## config.mk

```make
export PLATFORM = sky130hd
export DESIGN_NAME = mxb_bus_ctrl
export DESIGN_NICKNAME = d
export VERILOG_FILES = /design/src/design/mxb_pkg.sv /design/src/design/mxb_slave_if.sv /design/src/design/mxb_slave_buf.sv /design/src/design/mxb_bus_ctrl.sv
export VERILOG_INCLUDE_DIRS = /design/src /design/src/design
export SDC_FILE = /design/constraint.sdc
export NUM_CORES = 1
export LEC_CHECK = 0
export BUFFER_PORTS_ARGS = -buffer_cell sky130_fd_sc_hd__clkbuf_2
export CAP_MARGIN = 20
export CELL_PAD_IN_SITES_DETAIL_PLACEMENT = 0
export CELL_PAD_IN_SITES_GLOBAL_PLACEMENT = 2
export CORE_ASPECT_RATIO = 0.5
export CORE_UTILIZATION = 25
export CTS_CLUSTER_DIAMETER = 200
export CTS_CLUSTER_SIZE = 30
export DETAILED_ROUTE_END_ITERATION = 10
export GPL_TIMING_DRIVEN = 0
export PLACE_DENSITY_LB_ADDON = 0.1
export SLEW_MARGIN = 20
export SYNTH_ARGS = -nofsm -noshare
export SYNTH_HDL_FRONTEND = slang
export SYNTH_SLANG_ARGS = --single-unit
```

## constraint.sdc

```tcl
create_clock -name i_clk -period 1.65 [get_ports i_clk]
set_clock_uncertainty 0.05 [all_clocks]
set_input_delay 0.495 -clock i_clk [delete_from_list [all_inputs] [get_ports i_clk]]
set_output_delay 0.495 -clock i_clk [all_outputs]
set_load 0.005 [all_outputs]
```

## src/design/mxb_defines.svh

```systemverilog
`ifndef MXB_DEFINES_SVH
`define MXB_DEFINES_SVH
// clock output divide ratio and phase boundaries
`define MXB_PHI_DIV 4
`define MXB_PHI_HIGH_PH 2'h2
// reset synchronous hold time before reset is accepted
`define MXB_RST_MIN_CYC 8
// port reset values
`define MXB_PORT_RST 8'h00
`define MXB_DIR_RST 8'h00
// slave control port field positions
`define MXB_SC_CS_N 3
`define MXB_SC_RD_N 4
`define MXB_SC_WR_N 5
`define MXB_SC_A0 6
`define MXB_SC_RDY_N 7
`endif

```

## src/design/mxb_pkg.sv

```systemverilog
package mxb_pkg;
    typedef enum logic [1:0] {
        MXB_MODE_SINGLE = 2'h0,
        MXB_MODE_EXPAND = 2'h1,
        MXB_MODE_MICRO = 2'h2
    } mxb_mode_t;
    typedef enum logic [1:0] {
        MXB_CYC_IDLE = 2'h0,
        MXB_CYC_FETCH = 2'h1,
        MXB_CYC_READ = 2'h2,
        MXB_CYC_WRITE = 2'h3
    } mxb_cyc_t;
endpackage

```

## src/design/mxb_slave_if.sv

```systemverilog
// slave buffer link between bus top and slave buffer module
interface mxb_slave_if;
    logic en;
    logic [7:0] ibuf;
    logic ibuf_full;
    logic [7:0] obuf;
    logic obuf_full;
    logic cpu_rd;
    logic cpu_wr;
    logic [7:0] cpu_wdata;
    modport buf_side (input en, cpu_rd, cpu_wr, cpu_wdata,
        output ibuf, ibuf_full, obuf, obuf_full);
    modport top_side (output en, cpu_rd, cpu_wr, cpu_wdata,
        input ibuf, ibuf_full, obuf, obuf_full);
endinterface

```

## src/design/mxb_slave_buf.sv

```systemverilog
`include "mxb_defines.svh"
// one-byte input and output buffers between the master cpu and the core
module mxb_slave_buf (
    // clock and reset
    input wire logic i_clk,
    input wire logic i_srst,
    // master cpu strobes, already decoded
    input wire logic i_m_wr,
    input wire logic i_m_rd,
    input wire logic [7:0] i_m_wdata,
    // link to core side
    mxb_slave_if.buf_side sif
);
    logic [7:0] ibuf_ff, nxt_ibuf;
    logic [7:0] obuf_ff, nxt_obuf;
    logic ifull_ff, nxt_ifull;
    logic ofull_ff, nxt_ofull;

    // a set in the same cycle as a read wins so no byte arrival is lost
    always_comb begin
        nxt_ibuf = ibuf_ff;
        nxt_ifull = ifull_ff;
        nxt_obuf = obuf_ff;
        nxt_ofull = ofull_ff;
        if (sif.en) begin
            if (sif.cpu_rd) nxt_ifull = 1'b0;
            if (i_m_wr) begin
                nxt_ibuf = i_m_wdata; // RQ10
                nxt_ifull = 1'b1;
            end
            if (i_m_rd) nxt_ofull = 1'b0;
            if (sif.cpu_wr) begin
                nxt_obuf = sif.cpu_wdata; // RQ10
                nxt_ofull = 1'b1;
            end
        end
    end

    always_ff @(posedge i_clk) begin
        if (i_srst) begin
            ibuf_ff <= `MXB_PORT_RST;
            obuf_ff <= `MXB_PORT_RST;
            ifull_ff <= 1'b0;
            ofull_ff <= 1'b0;
        end else begin
            ibuf_ff <= nxt_ibuf;
            obuf_ff <= nxt_obuf;
            ifull_ff <= nxt_ifull;
            ofull_ff <= nxt_ofull;
        end
    end

    assign sif.ibuf = ibuf_ff;
    assign sif.ibuf_full = ifull_ff;
    assign sif.obuf = obuf_ff;
    assign sif.obuf_full = ofull_ff;

    a_ibuf_capture: assert property (@(posedge i_clk) disable iff (i_srst)
        sif.en && i_m_wr |=> sif.ibuf_full && sif.ibuf == $past(i_m_wdata))
        else $error("input buffer did not capture master write"); // RQ10
endmodule

```

## src/design/mxb_bus_ctrl.sv

```systemverilog
`include "mxb_defines.svh"
// Function
// RQ1: the outside system holds reset low over eight clocks to enter reset.
// RQ2: the timing output runs at the clock divided by four.
// RQ3: the fetch strobe is high through each opcode fetch cycle.
// RQ4: read/write status is high for reads and low for writes.
// RQ5: outside single-chip mode the low address goes out on the address-low port.
// RQ6: outside single-chip mode the high address goes out on the address-high port.
// RQ7: outside single-chip mode the data-bus port is the two-way data bus.
// RQ8: in slave mode the slave data port becomes the master's 8-bit data bus.
// RQ9: in slave mode the upper five slave control pins become the master's control bus.
// RQ10: one-byte input and output buffers carry data to and from the master.
// RQ11: the read strobe is low while data is read from the data bus.
// RQ12: the write strobe is low while data is written out over the data bus.
// RQ13: the peripheral reset output is high throughout reset.
// RQ14: the mode pin level picks the processor mode.
// RQ15: every general port bit has its own direction bit.
// RQ16: in single-chip mode the bus ports act only as general ports.
module mxb_bus_ctrl (
    // clock and reset
    input wire logic i_clk,
    input wire logic i_srst,
    input wire logic i_reset_n,
    // mode pin
    input wire logic i_processor_mode_pin,
    // core bus request
    input wire logic i_core_req,
    input wire mxb_pkg::mxb_cyc_t i_core_cyc,
    input wire logic [15:0] i_core_addr,
    input wire logic [7:0] i_core_wdata,
    input wire logic i_core_slave_en,
    input wire logic i_core_ibuf_rd,
    input wire logic i_core_obuf_wr,
    input wire logic [7:0] i_core_obuf_data,
    // general port values and directions: 0 low, 1 high, 2 data, 3 slave data, 4 slave ctrl
    input wire logic [39:0] i_gp_out,
    input wire logic [39:0] i_gp_dir,
    // pin inputs
    input wire logic [7:0] i_data_bus_port,
    input wire logic [7:0] i_slave_data_port,
    input wire logic [7:0] i_slave_control_port,
    // pin outputs
    output logic [7:0] o_address_low_port,
    output logic [7:0] o_address_low_port_oe,
    output logic [7:0] o_address_high_port,
    output logic [7:0] o_address_high_port_oe,
    output logic [7:0] o_data_bus_port,
    output logic [7:0] o_data_bus_port_oe,
    output logic [7:0] o_slave_data_port,
    output logic [7:0] o_slave_data_port_oe,
    output logic [7:0] o_slave_control_port,
    output logic [7:0] o_slave_control_port_oe,
    output logic o_phi,
    output logic o_fetch_sync,
    output logic o_rd_wr_n,
    output logic o_rd_n,
    output logic o_wr_n,
    output logic o_peripheral_reset_out,
    // core side results
    output logic [7:0] o_core_rdata,
    output logic o_core_done,
    output logic [7:0] o_core_ibuf,
    output logic o_core_ibuf_full,
    output logic o_core_obuf_full,
    output mxb_pkg::mxb_mode_t o_mode
);
    mxb_slave_if sif();

    logic [1:0] ph_ff, nxt_ph;
    logic [3:0] rcnt_ff, nxt_rcnt;
    logic inrst_ff, nxt_inrst;
    mxb_pkg::mxb_mode_t mode_ff, nxt_mode;
    mxb_pkg::mxb_cyc_t cyc_ff, nxt_cyc;
    logic [15:0] addr_ff, nxt_addr;
    logic [7:0] wdat_ff, nxt_wdat;
    logic [7:0] rdat_ff, nxt_rdat;
    logic done_ff, nxt_done;
    logic [7:0] a_lo_ff, a_lo_oe_ff, a_hi_ff, a_hi_oe_ff, d_ff, d_oe_ff;
    logic [7:0] sd_ff, sd_oe_ff, sc_ff, sc_oe_ff;
    logic phi_ff, sync_ff, rw_ff, rd_n_ff, wr_n_ff, prst_ff;
    logic m_cs, m_rd, m_wr, m_rd_q;
    logic bus_mode, slave;
    logic [7:0] sc_gp_oe;

    // pin output enable per bit from direction: output drives the port latch
    function automatic logic [7:0] gp_oe(input logic [7:0] dir);
        gp_oe = dir; // RQ15
    endfunction

    // reset qualifier: reset counts as taken after the pin stays low long enough
    always_comb begin
        nxt_rcnt = rcnt_ff;
        nxt_inrst = inrst_ff;
        if (i_reset_n) begin
            nxt_rcnt = 4'h0;
            nxt_inrst = 1'b0;
        end else if (rcnt_ff != 4'(`MXB_RST_MIN_CYC)) begin
            nxt_rcnt = rcnt_ff + 4'h1;
        end else begin
            nxt_inrst = 1'b1; // RQ1
        end
    end

    // mode follows the mode pin at each clock edge while in reset, then holds once reset ends
    always_comb begin
        nxt_mode = mode_ff;
        if (inrst_ff) begin
            nxt_mode = i_processor_mode_pin ? mxb_pkg::MXB_MODE_MICRO
                                            : mxb_pkg::MXB_MODE_SINGLE; // RQ14
        end
    end

    // bus cycle engine: one cycle per period of the timing output, four clocks
    always_comb begin
        nxt_ph = ph_ff + 2'h1; // RQ2
        nxt_cyc = cyc_ff;
        nxt_addr = addr_ff;
        nxt_wdat = wdat_ff;
        nxt_rdat = rdat_ff;
        nxt_done = 1'b0;
        if (inrst_ff) begin
            nxt_ph = 2'h0;
            nxt_cyc = mxb_pkg::MXB_CYC_IDLE;
        end else if (ph_ff == 2'h3) begin
            if (cyc_ff != mxb_pkg::MXB_CYC_IDLE) begin
                nxt_done = 1'b1;
                if (cyc_ff != mxb_pkg::MXB_CYC_WRITE) nxt_rdat = i_data_bus_port;
            end
            nxt_cyc = mxb_pkg::MXB_CYC_IDLE;
            if (i_core_req && bus_mode) begin
                nxt_cyc = i_core_cyc;
                nxt_addr = i_core_addr;
                nxt_wdat = i_core_wdata;
            end
        end
    end

    assign bus_mode = mode_ff != mxb_pkg::MXB_MODE_SINGLE;
    assign slave = i_core_slave_en;
    assign m_cs = ~i_slave_control_port[`MXB_SC_CS_N];
    assign m_rd = slave && m_cs && ~i_slave_control_port[`MXB_SC_RD_N]; // RQ9
    assign m_wr = slave && m_cs && ~i_slave_control_port[`MXB_SC_WR_N]; // RQ9
    assign sif.en = slave;
    assign sif.cpu_rd = i_core_ibuf_rd;
    assign sif.cpu_wr = i_core_obuf_wr;
    assign sif.cpu_wdata = i_core_obuf_data;
    assign sc_gp_oe = gp_oe(i_gp_dir[39:32]); // RQ15

    mxb_slave_buf u_buf (
        .i_clk(i_clk),
        .i_srst(i_srst),
        .i_m_wr(m_wr && !m_rd_q),
        .i_m_rd(m_rd && !m_rd_q),
        .i_m_wdata(i_slave_data_port),
        .sif(sif)
    );

    // registered pin outputs; bus drive only outside single-chip mode
    always_ff @(posedge i_clk) begin
        if (i_srst) begin
            ph_ff <= 2'h0;
            rcnt_ff <= 4'h0;
            inrst_ff <= 1'b1;
            mode_ff <= mxb_pkg::MXB_MODE_SINGLE;
            cyc_ff <= mxb_pkg::MXB_CYC_IDLE;
            addr_ff <= 16'h0000;
            wdat_ff <= `MXB_PORT_RST;
            rdat_ff <= `MXB_PORT_RST;
            done_ff <= 1'b0;
            m_rd_q <= 1'b0;
            {a_lo_ff, a_hi_ff, d_ff, sd_ff, sc_ff} <= 40'h0;
            {a_lo_oe_ff, a_hi_oe_ff, d_oe_ff, sd_oe_ff, sc_oe_ff} <= 40'h0;
            {phi_ff, sync_ff, rd_n_ff, wr_n_ff} <= 4'h3;
            rw_ff <= 1'b1;
            prst_ff <= 1'b1;
        end else begin
            ph_ff <= nxt_ph;
            rcnt_ff <= nxt_rcnt;
            inrst_ff <= nxt_inrst;
            mode_ff <= nxt_mode;
            cyc_ff <= nxt_cyc;
            addr_ff <= nxt_addr;
            wdat_ff <= nxt_wdat;
            rdat_ff <= nxt_rdat;
            done_ff <= nxt_done;
            m_rd_q <= m_rd | m_wr;
            prst_ff <= nxt_inrst; // RQ13
            phi_ff <= nxt_ph[1]; // RQ2
            sync_ff <= nxt_cyc == mxb_pkg::MXB_CYC_FETCH; // RQ3
            rw_ff <= nxt_cyc != mxb_pkg::MXB_CYC_WRITE; // RQ4
            rd_n_ff <= !((nxt_cyc == mxb_pkg::MXB_CYC_READ
                || nxt_cyc == mxb_pkg::MXB_CYC_FETCH) && nxt_ph[1]); // RQ11
            wr_n_ff <= !(nxt_cyc == mxb_pkg::MXB_CYC_WRITE && nxt_ph[1]); // RQ12
            if (bus_mode) begin
                a_lo_ff <= nxt_addr[7:0]; // RQ5
                a_lo_oe_ff <= 8'hFF;
                a_hi_ff <= nxt_addr[15:8]; // RQ6
                a_hi_oe_ff <= 8'hFF;
                d_ff <= nxt_wdat; // RQ7
                d_oe_ff <= {8{nxt_cyc == mxb_pkg::MXB_CYC_WRITE}};
            end else begin
                a_lo_ff <= i_gp_out[7:0]; // RQ16
                a_lo_oe_ff <= gp_oe(i_gp_dir[7:0]);
                a_hi_ff <= i_gp_out[15:8];
                a_hi_oe_ff <= gp_oe(i_gp_dir[15:8]);
                d_ff <= i_gp_out[23:16];
                d_oe_ff <= gp_oe(i_gp_dir[23:16]);
            end
            if (slave) begin
                sd_ff <= sif.obuf; // RQ8
                sd_oe_ff <= {8{m_rd}};
                sc_ff <= {~sif.obuf_full, 4'h0, i_gp_out[34:32]};
                // pins 6:3 listen to the master, pin 7 always drives ready
                sc_oe_ff <= {1'b1, 4'h0, sc_gp_oe[2:0]}; // RQ9
            end else begin
                sd_ff <= i_gp_out[31:24];
                sd_oe_ff <= gp_oe(i_gp_dir[31:24]);
                sc_ff <= i_gp_out[39:32];
                sc_oe_ff <= gp_oe(i_gp_dir[39:32]);
            end
        end
    end

    assign o_address_low_port = a_lo_ff;
    assign o_address_low_port_oe = a_lo_oe_ff;
    assign o_address_high_port = a_hi_ff;
    assign o_address_high_port_oe = a_hi_oe_ff;
    assign o_data_bus_port = d_ff;
    assign o_data_bus_port_oe = d_oe_ff;
    assign o_slave_data_port = sd_ff;
    assign o_slave_data_port_oe = sd_oe_ff;
    assign o_slave_control_port = sc_ff;
    assign o_slave_control_port_oe = sc_oe_ff;
    assign o_phi = phi_ff;
    assign o_fetch_sync = sync_ff;
    assign o_rd_wr_n = rw_ff;
    assign o_rd_n = rd_n_ff;
    assign o_wr_n = wr_n_ff;
    assign o_peripheral_reset_out = prst_ff;
    assign o_core_rdata = rdat_ff;
    assign o_core_done = done_ff;
    assign o_core_ibuf = sif.ibuf;
    assign o_core_ibuf_full = sif.ibuf_full;
    assign o_core_obuf_full = sif.obuf_full;
    assign o_mode = mode_ff;

    a_phi_period: assert property (@(posedge i_clk) disable iff (i_srst || inrst_ff)
        $rose(o_phi) |=> o_phi ##1 !o_phi ##1 !o_phi ##1 o_phi)
        else $error("timing output is not clock over four"); // RQ2
    a_prst_follow: assert property (@(posedge i_clk) disable iff (i_srst)
        !i_reset_n [*8] ##1 !i_reset_n |=> o_peripheral_reset_out)
        else $error("peripheral reset low during reset"); // RQ13
    a_rw_level: assert property (@(posedge i_clk) disable iff (i_srst)
        !o_wr_n |-> !o_rd_wr_n)
        else $error("write strobe without write status"); // RQ4
    a_strobe_excl: assert property (@(posedge i_clk) disable iff (i_srst)
        !(!o_rd_n && !o_wr_n))
        else $error("read and write strobes together"); // RQ11
    a_wr_drive: assert property (@(posedge i_clk) disable iff (i_srst)
        !o_wr_n |-> o_data_bus_port_oe == 8'hFF)
        else $error("write strobe without data drive"); // RQ12
    a_sync_read: assert property (@(posedge i_clk) disable iff (i_srst)
        o_fetch_sync |-> o_rd_wr_n)
        else $error("fetch strobe during write"); // RQ3
    a_single_quiet: assert property (@(posedge i_clk) disable iff (i_srst)
        mode_ff == mxb_pkg::MXB_MODE_SINGLE && $stable(mode_ff) |=>
        o_address_low_port_oe == $past(i_gp_dir[7:0]))
        else $error("bus drive in single-chip mode"); // RQ16
    a_addr_out: assert property (@(posedge i_clk) disable iff (i_srst)
        bus_mode && $stable(mode_ff) |=> o_address_high_port_oe == 8'hFF)
        else $error("high address not driven in bus mode"); // RQ6
    a_mode_pick: assert property (@(posedge i_clk) disable iff (i_srst)
        inrst_ff && i_processor_mode_pin |=> o_mode == mxb_pkg::MXB_MODE_MICRO)
        else $error("mode pin not honoured"); // RQ14
endmodule

```

Yosys cells after proc, flatten, opt, wreduce, memory -nomap -nowiden. Index checks and enable logic that the tools add are counted. Widths: inputs -> output; s select.

Bits of input ports: 146. Flip-flop bits (word level): 147. Output and inout bits: 107.

$add $sub $neg: 2. Eq/ne operators: 8. Muxes and demuxes: 28. Reductions and logical operators: 25. Bitwise gates (word level): 7.

Operators with widths (count): $mux 8 (13); $mux 16 (3); $mux 2 (5); $logic_and 1x1->1 (8); $reduce_and 2->1 (4); $reduce_bool 2->1 (4); $mux 1 (7); $eq 2x2->1 const B (3); $ne 2x2->1 const B (3); $not 1->1 (6); $reduce_or 2->1 (3); $add 4x1->4 const B (1); $ne 4x4->1 const B (1); $reduce_and 4->1 (1); $logic_not 1->1 (3); $reduce_or 3->1 (1); $add 2x1->2 const B (1); $eq 2x1->1 const B (1); $logic_or 1x1->1 (1); $or 1x1->1 (1).

Logic depth before layout (Yosys ltp). Gate-level depths: netlist of run 1.

Depth in word-level cells: 9. Depth in mapped cells: 7.

Cells and area by module. From an unflattened synthesis of run 1, not the netlist that was laid out.

Cells, all modules: 497. Area total of the unflattened synthesis: 5162.5 um^2.

By module, submodules not included: mxb_bus_ctrl (area an instance 4316.6 um^2, cells an instance 413, instances 1, seq. area each 2562.5 um^2); mxb_slave_buf (area an instance 845.8 um^2, cells an instance 84, instances 1, seq. area each 360.3 um^2).

Worst setup path before layout of run 1. OpenSTA, ideal clock, no wires.

Kind: flip-flop to flip-flop. Start point: register ph_ff[1]. End point: register d_oe_ff[7], in the netlist o_data_bus_port_oe[7]. Arrival time: 1.418 ns. Cell stages (with the launch flop): 7. Setup time: 0.070 ns. Slack: 0.111 ns. Path through: dfxtp_1 > ha_1 > nand2b_1 > a21oi_1 > ha_1 > nand2_1 > a21oi_1.

Cells in the longest elaborated chain, start to end: 5.

RTL lines: start: declaration (RTL line mxb_bus_ctrl.sv:69) `logic [1:0] ph_ff, nxt_ph;`; start signal: assignment (RTL line mxb_bus_ctrl.sv:177) `ph_ff <= nxt_ph;`; $eq 2x2->1 (RTL line mxb_bus_ctrl.sv:124) `end else if (ph_ff == 2'h3) begin`; $mux 2 (RTL line mxb_bus_ctrl.sv:124); $mux 2 (RTL line mxb_bus_ctrl.sv:121) `if (inrst_ff) begin`; named net nxt_cyc[0] (RTL line mxb_bus_ctrl.sv:73) `mxb_pkg::mxb_cyc_t cyc_ff, nxt_cyc;`; $eq 2x2->1 (RTL line mxb_bus_ctrl.sv:200) `d_oe_ff <= {8{nxt_cyc == mxb_pkg::MXB_CYC_WRITE}};`; $mux 8 (RTL line mxb_bus_ctrl.sv:194) `if (bus_mode) begin`; end signal: assignment (RTL line mxb_bus_ctrl.sv:200); end signal: assignment (RTL line mxb_bus_ctrl.sv:207) `d_oe_ff <= gp_oe(i_gp_dir[23:16]);`; end: declaration (RTL line mxb_bus_ctrl.sv:78) `logic [7:0] a_lo_ff, a_lo_oe_ff, a_hi_ff, a_hi_oe_ff, d_ff, d_oe_ff;`.

The timed path passes the listed nets, and every way through them passes these cells. A chain may end at the register's enable or synchronous reset.

Worst setup path in the final report of run 1.
Start point: register mode_ff[1], in the netlist o_mode[1]. End point: output port o_mode[1].

RTL lines: start: declaration (RTL line mxb_bus_ctrl.sv:72) `mxb_pkg::mxb_mode_t mode_ff, nxt_mode;`; start signal: assignment (RTL line mxb_bus_ctrl.sv:164) `mode_ff <= mxb_pkg::MXB_MODE_SINGLE;`; start signal: assignment (RTL line mxb_bus_ctrl.sv:180) `mode_ff <= nxt_mode;`; end: declaration (RTL line mxb_bus_ctrl.sv:65) `output mxb_pkg::mxb_mode_t o_mode`.

No word-level cell between the ends.

==> impl_metrics.yaml, run 1 <==
layout:
  syn2layout_area_growth_pct: 44.5
  utilization_pct: 37.8
  drive_gt1_share_pct: 39.4
  nNetsFinal: 908
  stdcell_count: 1025
  diodes: 0
worst_hold_path:
  hp-start: "i_gp_dir[29]"
  hp-class: "in2reg"
clocking:
  path_clk_slew_ps: 60
  cts-root-buf: "clkbuf_16"
  clkSinkCount: 146
  cts_tree: "built"
  insertion_delay_ps: 410
  cts_hold_buf: 0
  cts_made_buffers: 17
  h-tree-depth: 4
  cts_buffer_depth: 2
die:
  dieArea_um2: 20400
  coreArea_um2: 18900
  start_util_pct: 26.2
  io_pins: 253
  fp.dieH_um: 101
  die_width_um: 201
  fp-row-count: 35
run:
  max-cap-violations: 0
placement:
  gp_congestion: 0.680
  dp.cells: 993
  dp_hpwl_um: 11400
  io_buffers: 245
synthesis:
  synthCells: 489
  ys_seq_area_share_pct: 59.2
  yosysUniqueCellTypes: 35
  syn_avg_cell_area_um2: 10.1
  syn_area_um2: 4940
  ys_warn_count: 0
  synth-seq-cells: 146
  syn_nets: 642
sta:
  timing.fmax_mhz: 637
  rsz0062_at_grt: "false"
  fin_crit_sh_pct: 95.2
  tightest_slew_ps: 636
  relSlewSlack_pct: 57.4
  slew_viol_final: 0
  finalCriticalPeriod_ps: 1570
  finalSetupViolCount: 0
  hold_viol_final: 0
critical_path:
  cp-start-kind: "register"
  worstSetupPathType: "reg2out"
  path_max_fanout: 6
  r2r-start: "ph_ff[0]"
  cp-end-kind: "primary output"
  required_ps: 1100
  critical_path.startpoint: "o_mode[1]"
  crit_arrival_ps: 1030
detailed_routing:
  routed-via-count: 4167
  drc: 0
  wl_um: 15100
  viasPerCell: 4.07
  drtIter0Drc: 92
  dr.pass1.iters: 4
  wl_per_cell_um: 14.8
  ant_nets: 0
pwr:
  irDropWorstVdd_v: 0.000671
  p_per_area_nw_per_um2: 1160
  leakage_nw: 3.62
outcome:
  status: "finished clean"
grt:
  grt_pass1_wl_um: 22800
  grt_overflow: 0
  grt_max_degree: 17
  grt_pass1_vias: 4027
  grt_antenna_before_repair: 2
  grt.total_usage_pct: 15.0
[synthesized netlist by cell type]
library cell,n,area [um^2]
nor3b_1,1,7.51
mux2i_1,43,430
nor4_1,1,6.26
a21o_1,9,67.6
xor2_1,1,8.76
nor3_2,1,10.0
inv_1,6,22.5
and2_1,8,50.1
xnor2_1,2,17.5
a211oi_1,25,188
nand4b_2,1,15.0
nand4_1,2,12.5
buf_6,2,22.5
o31ai_1,1,7.51
nand2_1,28,105
buf_4,2,15.0
nand3b_1,1,7.51
and3b_1,1,8.76
nor2b_1,8,50.1
nor4b_2,1,15.0
nor3_1,4,20.0
nand2b_1,13,81.3
buf_2,9,45.0
ha_1,7,87.6
nor2_1,104,390
nor4b_1,1,8.76
o21bai_1,1,7.51
dfxtp_1,146,2920
clkbuf_1,18,67.6
conb_1,1,3.75
nand3_1,9,45.0
a21oi_1,27,135
or4b_1,1,10.0
buf_1,2,7.51
buf_12,2,40.0
[metrics by stage]
| step | setup WS (ps) | cell area [um^2] | power (mW) | hold WS (ps) | setup TNS [ps] |
|---|---|---|---|---|---|
| 2_1_floorplan | 111 | 4940 | 4.08 | 352 | 0 |
| 3_3_place_gp | -443 | 6490 | 4.49 | 365 | -18460 |
| 3_5_place_dp | -415 | 6490 | 4.49 | 367 | -18940 |
| 4_1_cts | 1.09 | 7110 | 8.44 | 204 | 0 |
| 5_1_grt | 2.96 | 7140 | 8.71 | 200 | 0 |
| 6_report | 79.6 | 7140 | 8.29 | 222 | 0 |
[registers in the layout (all words and copies together), names as in the netlist, 2 cells and up]
register                 count
o_data_bus_port              8
o_data_bus_port_oe           8
o_slave_control_port_oe      8
addr_ff                     16
o_slave_data_port            8
rcnt_ff                      4
o_address_high_port_oe       8
wdat_ff                      8
o_slave_control_port         8
o_address_high_port          8
ph_ff                        2
cyc_ff                       2
o_core_rdata                 8
o_slave_data_port_oe         8
o_address_low_port_oe        8
o_address_low_port           8
u_buf.sif.ibuf               8
u_buf.sif.obuf               8
[what timing repair did]
action / 4_1_cts / 5_1_grt
endpoints found under the setup margin: 32 / 21
setup buffers: 2 / 0
cloned: 0 / 0
resized for setup: 8 / 7
pin swaps: 1 / 0
[cell type report]
type                            count  area (um^2)
Fill cell                        2009        11700
Sequential cell                   146         2930
Multi-Input combinational cell    302         1840
Timing Repair Buffer              247         1240
Clock buffer                       20          447
Tap cell                          259          324
Buffer                             35          206
Clock inverter                     10          136
Inverter                            6         22.5
[final timing paths]
path                                   to  slack (ps)  cells after the start
hold reg to reg         u_buf.sif.ibuf[4]         400                      2
setup / recovery                o_mode[1]          80                      2
setup reg to reg    o_data_bus_port_oe[7]         120                      7
hold / removal    o_slave_data_port_oe[5]         220                      2
[cells in the final DEF (no fill, tap or decap), types with 5 or more instances in the layout]
| cell type | count |
|---|---|
| nor2_1 | 104 |
| a211oi_1 | 25 |
| inv_1 | 6 |
| clkbuf_2 | 246 |
| dfxtp_1 | 144 |
| nor2b_1 | 8 |
| nand3_1 | 9 |
| nand2b_1 | 13 |
| buf_2 | 9 |
| a21oi_1 | 25 |
| ha_1 | 5 |
| and2_1 | 8 |
| mux2i_1 | 43 |
| clkbuf_1 | 18 |
| a21o_1 | 9 |
| nand2_1 | 27 |
| clkbuf_16 | 17 |
[logic make-up (layout without fill, tap and decap cells)]
family,after synthesis,after routing,synth area share [%]
compound gates,63,63,8.21
xor+xnor,3,3,0.532
fa+ha+maj,7,7,1.77
buf+inv,41,318,4.46
flops,146,146,59.2
mux,43,43,8.71
other cells,1,1,0.0759
simple gates,185,185,17.1
[critical path, cell delays in order (launching register included)]
cell      delay, ps
dfxtp_2         380
buf_4           120
clkbuf_2        110
[report_power, final]
group | total (mW) | switching, mW | internal (mW) | leakage [nW]
logic | 0.676 | 0.343 | 0.333 | 2.15
clock network | 3.88 | 1.49 | 2.39 | 0.278
registers | 3.73 | 0.0510 | 3.68 | 1.20
total | 8.29 | 1.88 | 6.41 | 3.62
[layer usage]
| metal | up-vias | routed length (um) | global-route usage [%] |
|---|---|---|---|
| met4 | 4 | 183 | 5.81 |
| met5 | - | 27 | 0 |
| li1 | 2149 | - | - |
| met1 | 1873 | 7070 | 19.2 |
| met2 | 123 | 6780 | 22.8 |
| met3 | 18 | 1070 | 5.95 |
No activity file was read; power rests on OpenSTA's default activity.
==> inputs of run 2 (changes only) <==
--- a/config.mk
+++ b/config.mk
@@ -6,18 +6,19 @@
 export SDC_FILE = /design/constraint.sdc
 export NUM_CORES = 1
 export LEC_CHECK = 0
+export ABC_AREA = 1
 export BUFFER_PORTS_ARGS = -buffer_cell sky130_fd_sc_hd__clkbuf_2
 export CAP_MARGIN = 20
 export CELL_PAD_IN_SITES_DETAIL_PLACEMENT = 0
 export CELL_PAD_IN_SITES_GLOBAL_PLACEMENT = 2
 export CORE_ASPECT_RATIO = 0.5
-export CORE_UTILIZATION = 25
+export CORE_UTILIZATION = 24
 export CTS_CLUSTER_DIAMETER = 200
 export CTS_CLUSTER_SIZE = 30
 export DETAILED_ROUTE_END_ITERATION = 10
 export GPL_TIMING_DRIVEN = 0
 export PLACE_DENSITY_LB_ADDON = 0.1
-export SLEW_MARGIN = 20
+export SLEW_MARGIN = 25
 export SYNTH_ARGS = -nofsm -noshare
 export SYNTH_HDL_FRONTEND = slang
 export SYNTH_SLANG_ARGS = --single-unit
==> impl_metrics.yaml, run 2 <==
grt:
  grt_pass1_wl_um: 25700
  grt_antenna_before_repair: 0
  grt_max_degree: 17
  grt_overflow: 0
  grt_pass1_vias: 4913
  grt.total_usage_pct: 15.2
synthesis:
  ys_warn_count: 0
  yosysUniqueCellTypes: 28
  postSynth.asyncResetShare_pct: 0
  yosys.area_share.adder_pct: 1.66
  ys_seq_area_share_pct: 55.4
  syn_area_um2: 5280
  syn_nets: 816
  synth_xor_area_share_pct: 0.166
  synthMuxAreaShare_pct: 0
  synth-seq-cells: 146
  synth_compound_area_share_pct: 6.90
  synth_top_family_by_area: "simple AND/OR/NAND/NOR gates"
  yosys.area_share.simple_pct: 27.4
  netlist_top_cells_area: "dfxtp_1 (55%), nor2_1 (11%), nand3_1 (6.3%), nand2_1 (5.5%), inv_1 (4.4%)"
  synth-edff-count: 0
  yosysTopAreaCell: "dfxtp_1"
  synthTopCellsByCount: "nor2_1 (157), dfxtp_1 (146), nand2_1 (77)"
  synth_ff_type: "dfxtp_1"
  synthCells: 663
  synth_top_area_share_pct: 55.4
  syn_avg_cell_area_um2: 7.96
  yosysMostFrequentCell: "nor2_1"
detailed_routing:
  wl_per_cell_um: 13.6
  routed-via-count: 5013
  ant_nets: 0
  drtIter0Drc: 161
  viasPerCell: 4.07
  dr.pass1.iters: 4
  wl_um: 16700
  drc: 0
sta:
  slew_viol_final: 0
  hold_viol_final: 0
  rsz0062_at_grt: "false"
  relSlewSlack_pct: 54.8
  setup_slack_ps: 64.8
  fin_crit_sh_pct: 96.1
  finalCriticalPeriod_ps: 1590
  timing.fmax_mhz: 631
  tightest_slew_ps: 678
  finalSetupViolCount: 0
pwr:
  total_power_mw: 8.32
  leakage_nw: 3.80
  p_per_area_nw_per_um2: 1110
  irDropWorstVdd_v: 0.000551
layout:
  stdcell_count: 1231
  diodes: 0
  nNetsFinal: 1079
  final_common_cell: "clkbuf_2"
  regMostFlops: "addr_ff"
  nFillCells: 2296
  most-common-layout-cells: "clkbuf_2 (246), nor2_1 (157), dfxtp_1 (142), nand2_1 (75), nand3_1 (66)"
  drive_gt1_share_pct: 35.6
  largest_reg_flops: 16
  utilization_pct: 35.5
  final_cell_area_um2: 7470
  syn2layout_area_growth_pct: 41.5
critical_path:
  crit_arrival_ps: 1040
  reg2reg_depth: 8
  rrSetupSlack_ps: 170
  r2r-end: "o_data_bus_port_oe[7]"
  cp-end-kind: "primary output"
  cp-start-kind: "register"
  path_max_fanout: 5
  worstSetupPathType: "reg2out"
  cp_slowest_cell: "dfxtp_2"
  slowest_delay_ps: 390
  crit_chain: "buf_4 -> clkbuf_2"
  required_ps: 1100
  r2r-start: "ph_ff[1]"
die:
  die_width_um: 212
  fp-row-count: 37
  io_pins: 253
  coreArea_um2: 21100
  dieArea_um2: 22600
  fp.dieH_um: 107
  start_util_pct: 25.1
clocking:
  cts-root-buf: "clkbuf_16"
  cts_buffer_depth: 2
  path_clk_slew_ps: 60
  cts_made_buffers: 17
  cts_setup_buffers: 0
  cts_hold_buf: 0
  cts_tree: "built"
  h-tree-depth: 4
  cts_resized: 5
  clkSinkCount: 146
  insertion_delay_ps: 420
worst_hold_path:
  whs_path_depth: 3
  hp-start: "i_gp_out[34]"
  hp-class: "in2reg"
  hold_end: "o_slave_control_port[2]"
outcome:
  status: "finished clean"
placement:
  gp_congestion: 0.711
  io_buffers: 245
  dpl_cell_area_um2: 6870
  dp_slack_ps: -351
  dp_hpwl_um: 12600
  dp.cells: 1200
run:
  max-cap-violations: 0
==> run 2: cell types whose count changed in the layout (fill, tap and decap cells not counted), sizes merged, moves of 19 or more <==
cell    previous run  this run
inv                6        66
nor2             104       159
mux2i             43         0
a21oi             27        46
o21ai              0        21
nand3              9        67
nand2             28        98
a211oi            25         0
==> run 2: layer usage <==
metal  wire length [um]  global-route usage [%]  vias to the layer above
met1               7470                    18.3                     2281
met4                185                    5.33                        0
met2               7970                    25.4                      117
met3               1070                    4.89                       15
li1                   -                       -                     2600
met5                  0                       0                        -
==> run 2: final cells by class <==
cell class | count | area (um^2) | share of cell area [%]
clock inverter | 11 | 106 | 1.42
clock buffer | 21 | 460 | 6.16
timing repair buffer | 245 | 1230 | 16.4
tap | 292 | 365 | 4.89
buffer | 34 | 189 | 2.53
inverter | 68 | 255 | 3.42
multi-input combinational | 414 | 1940 | 26.0
sequential | 146 | 2930 | 39.2
==> run 2: metrics by stage <==
stage,hold slack (ps),setup TNS [ps]
floorplan,345,0
global placement,359,-5290
detailed placement,366,-6020
CTS,179,0
global route,189,0
finish,208,0
==> run 2: how the worst max path moves through the flow <==
| stage | from | end | slack, ps | cells past startpoint |
|---|---|---|---|---|
| floorplan | ph_ff[1] | o_data_bus_port_oe[0] | 90 | 8 |
| global placement | i_core_req | o_data_bus_port_oe[7] | -350 | 8 |
| detailed placement | i_core_req | o_data_bus_port_oe[7] | -350 | 8 |
| CTS | ph_ff[1] | o_data_bus_port_oe[7] | 8 | 8 |
| global route | ph_ff[1] | o_data_bus_port_oe[3] | 4 | 8 |
| finish | o_mode[1] | o_mode[1] | 60 | 2 |
==> run 2: critical path, delay by kind of cell, from the launching register on <==
family	cells	cell delay (ps)
buffers and inverters	2	230
DFF	1	390
==> run 2: power by group <==
part           internal (mW)  switching (mW)
logic                  0.368           0.445
registers               3.70          0.0619
clock network           2.16            1.59
==> run 2: cell families (layout without fill, tap and decap cells) <==
family / count (synthesis) / count (layout)
flip-flops: 146 / 146
adder cells (fa/ha/maj): 7 / 7
buffers and inverters: 103 / 379
XOR/XNOR: 1 / 1
AND/OR/NAND/NOR: 334 / 334
other: 1 / 1
AO/OA/AOI/OAI: 71 / 71
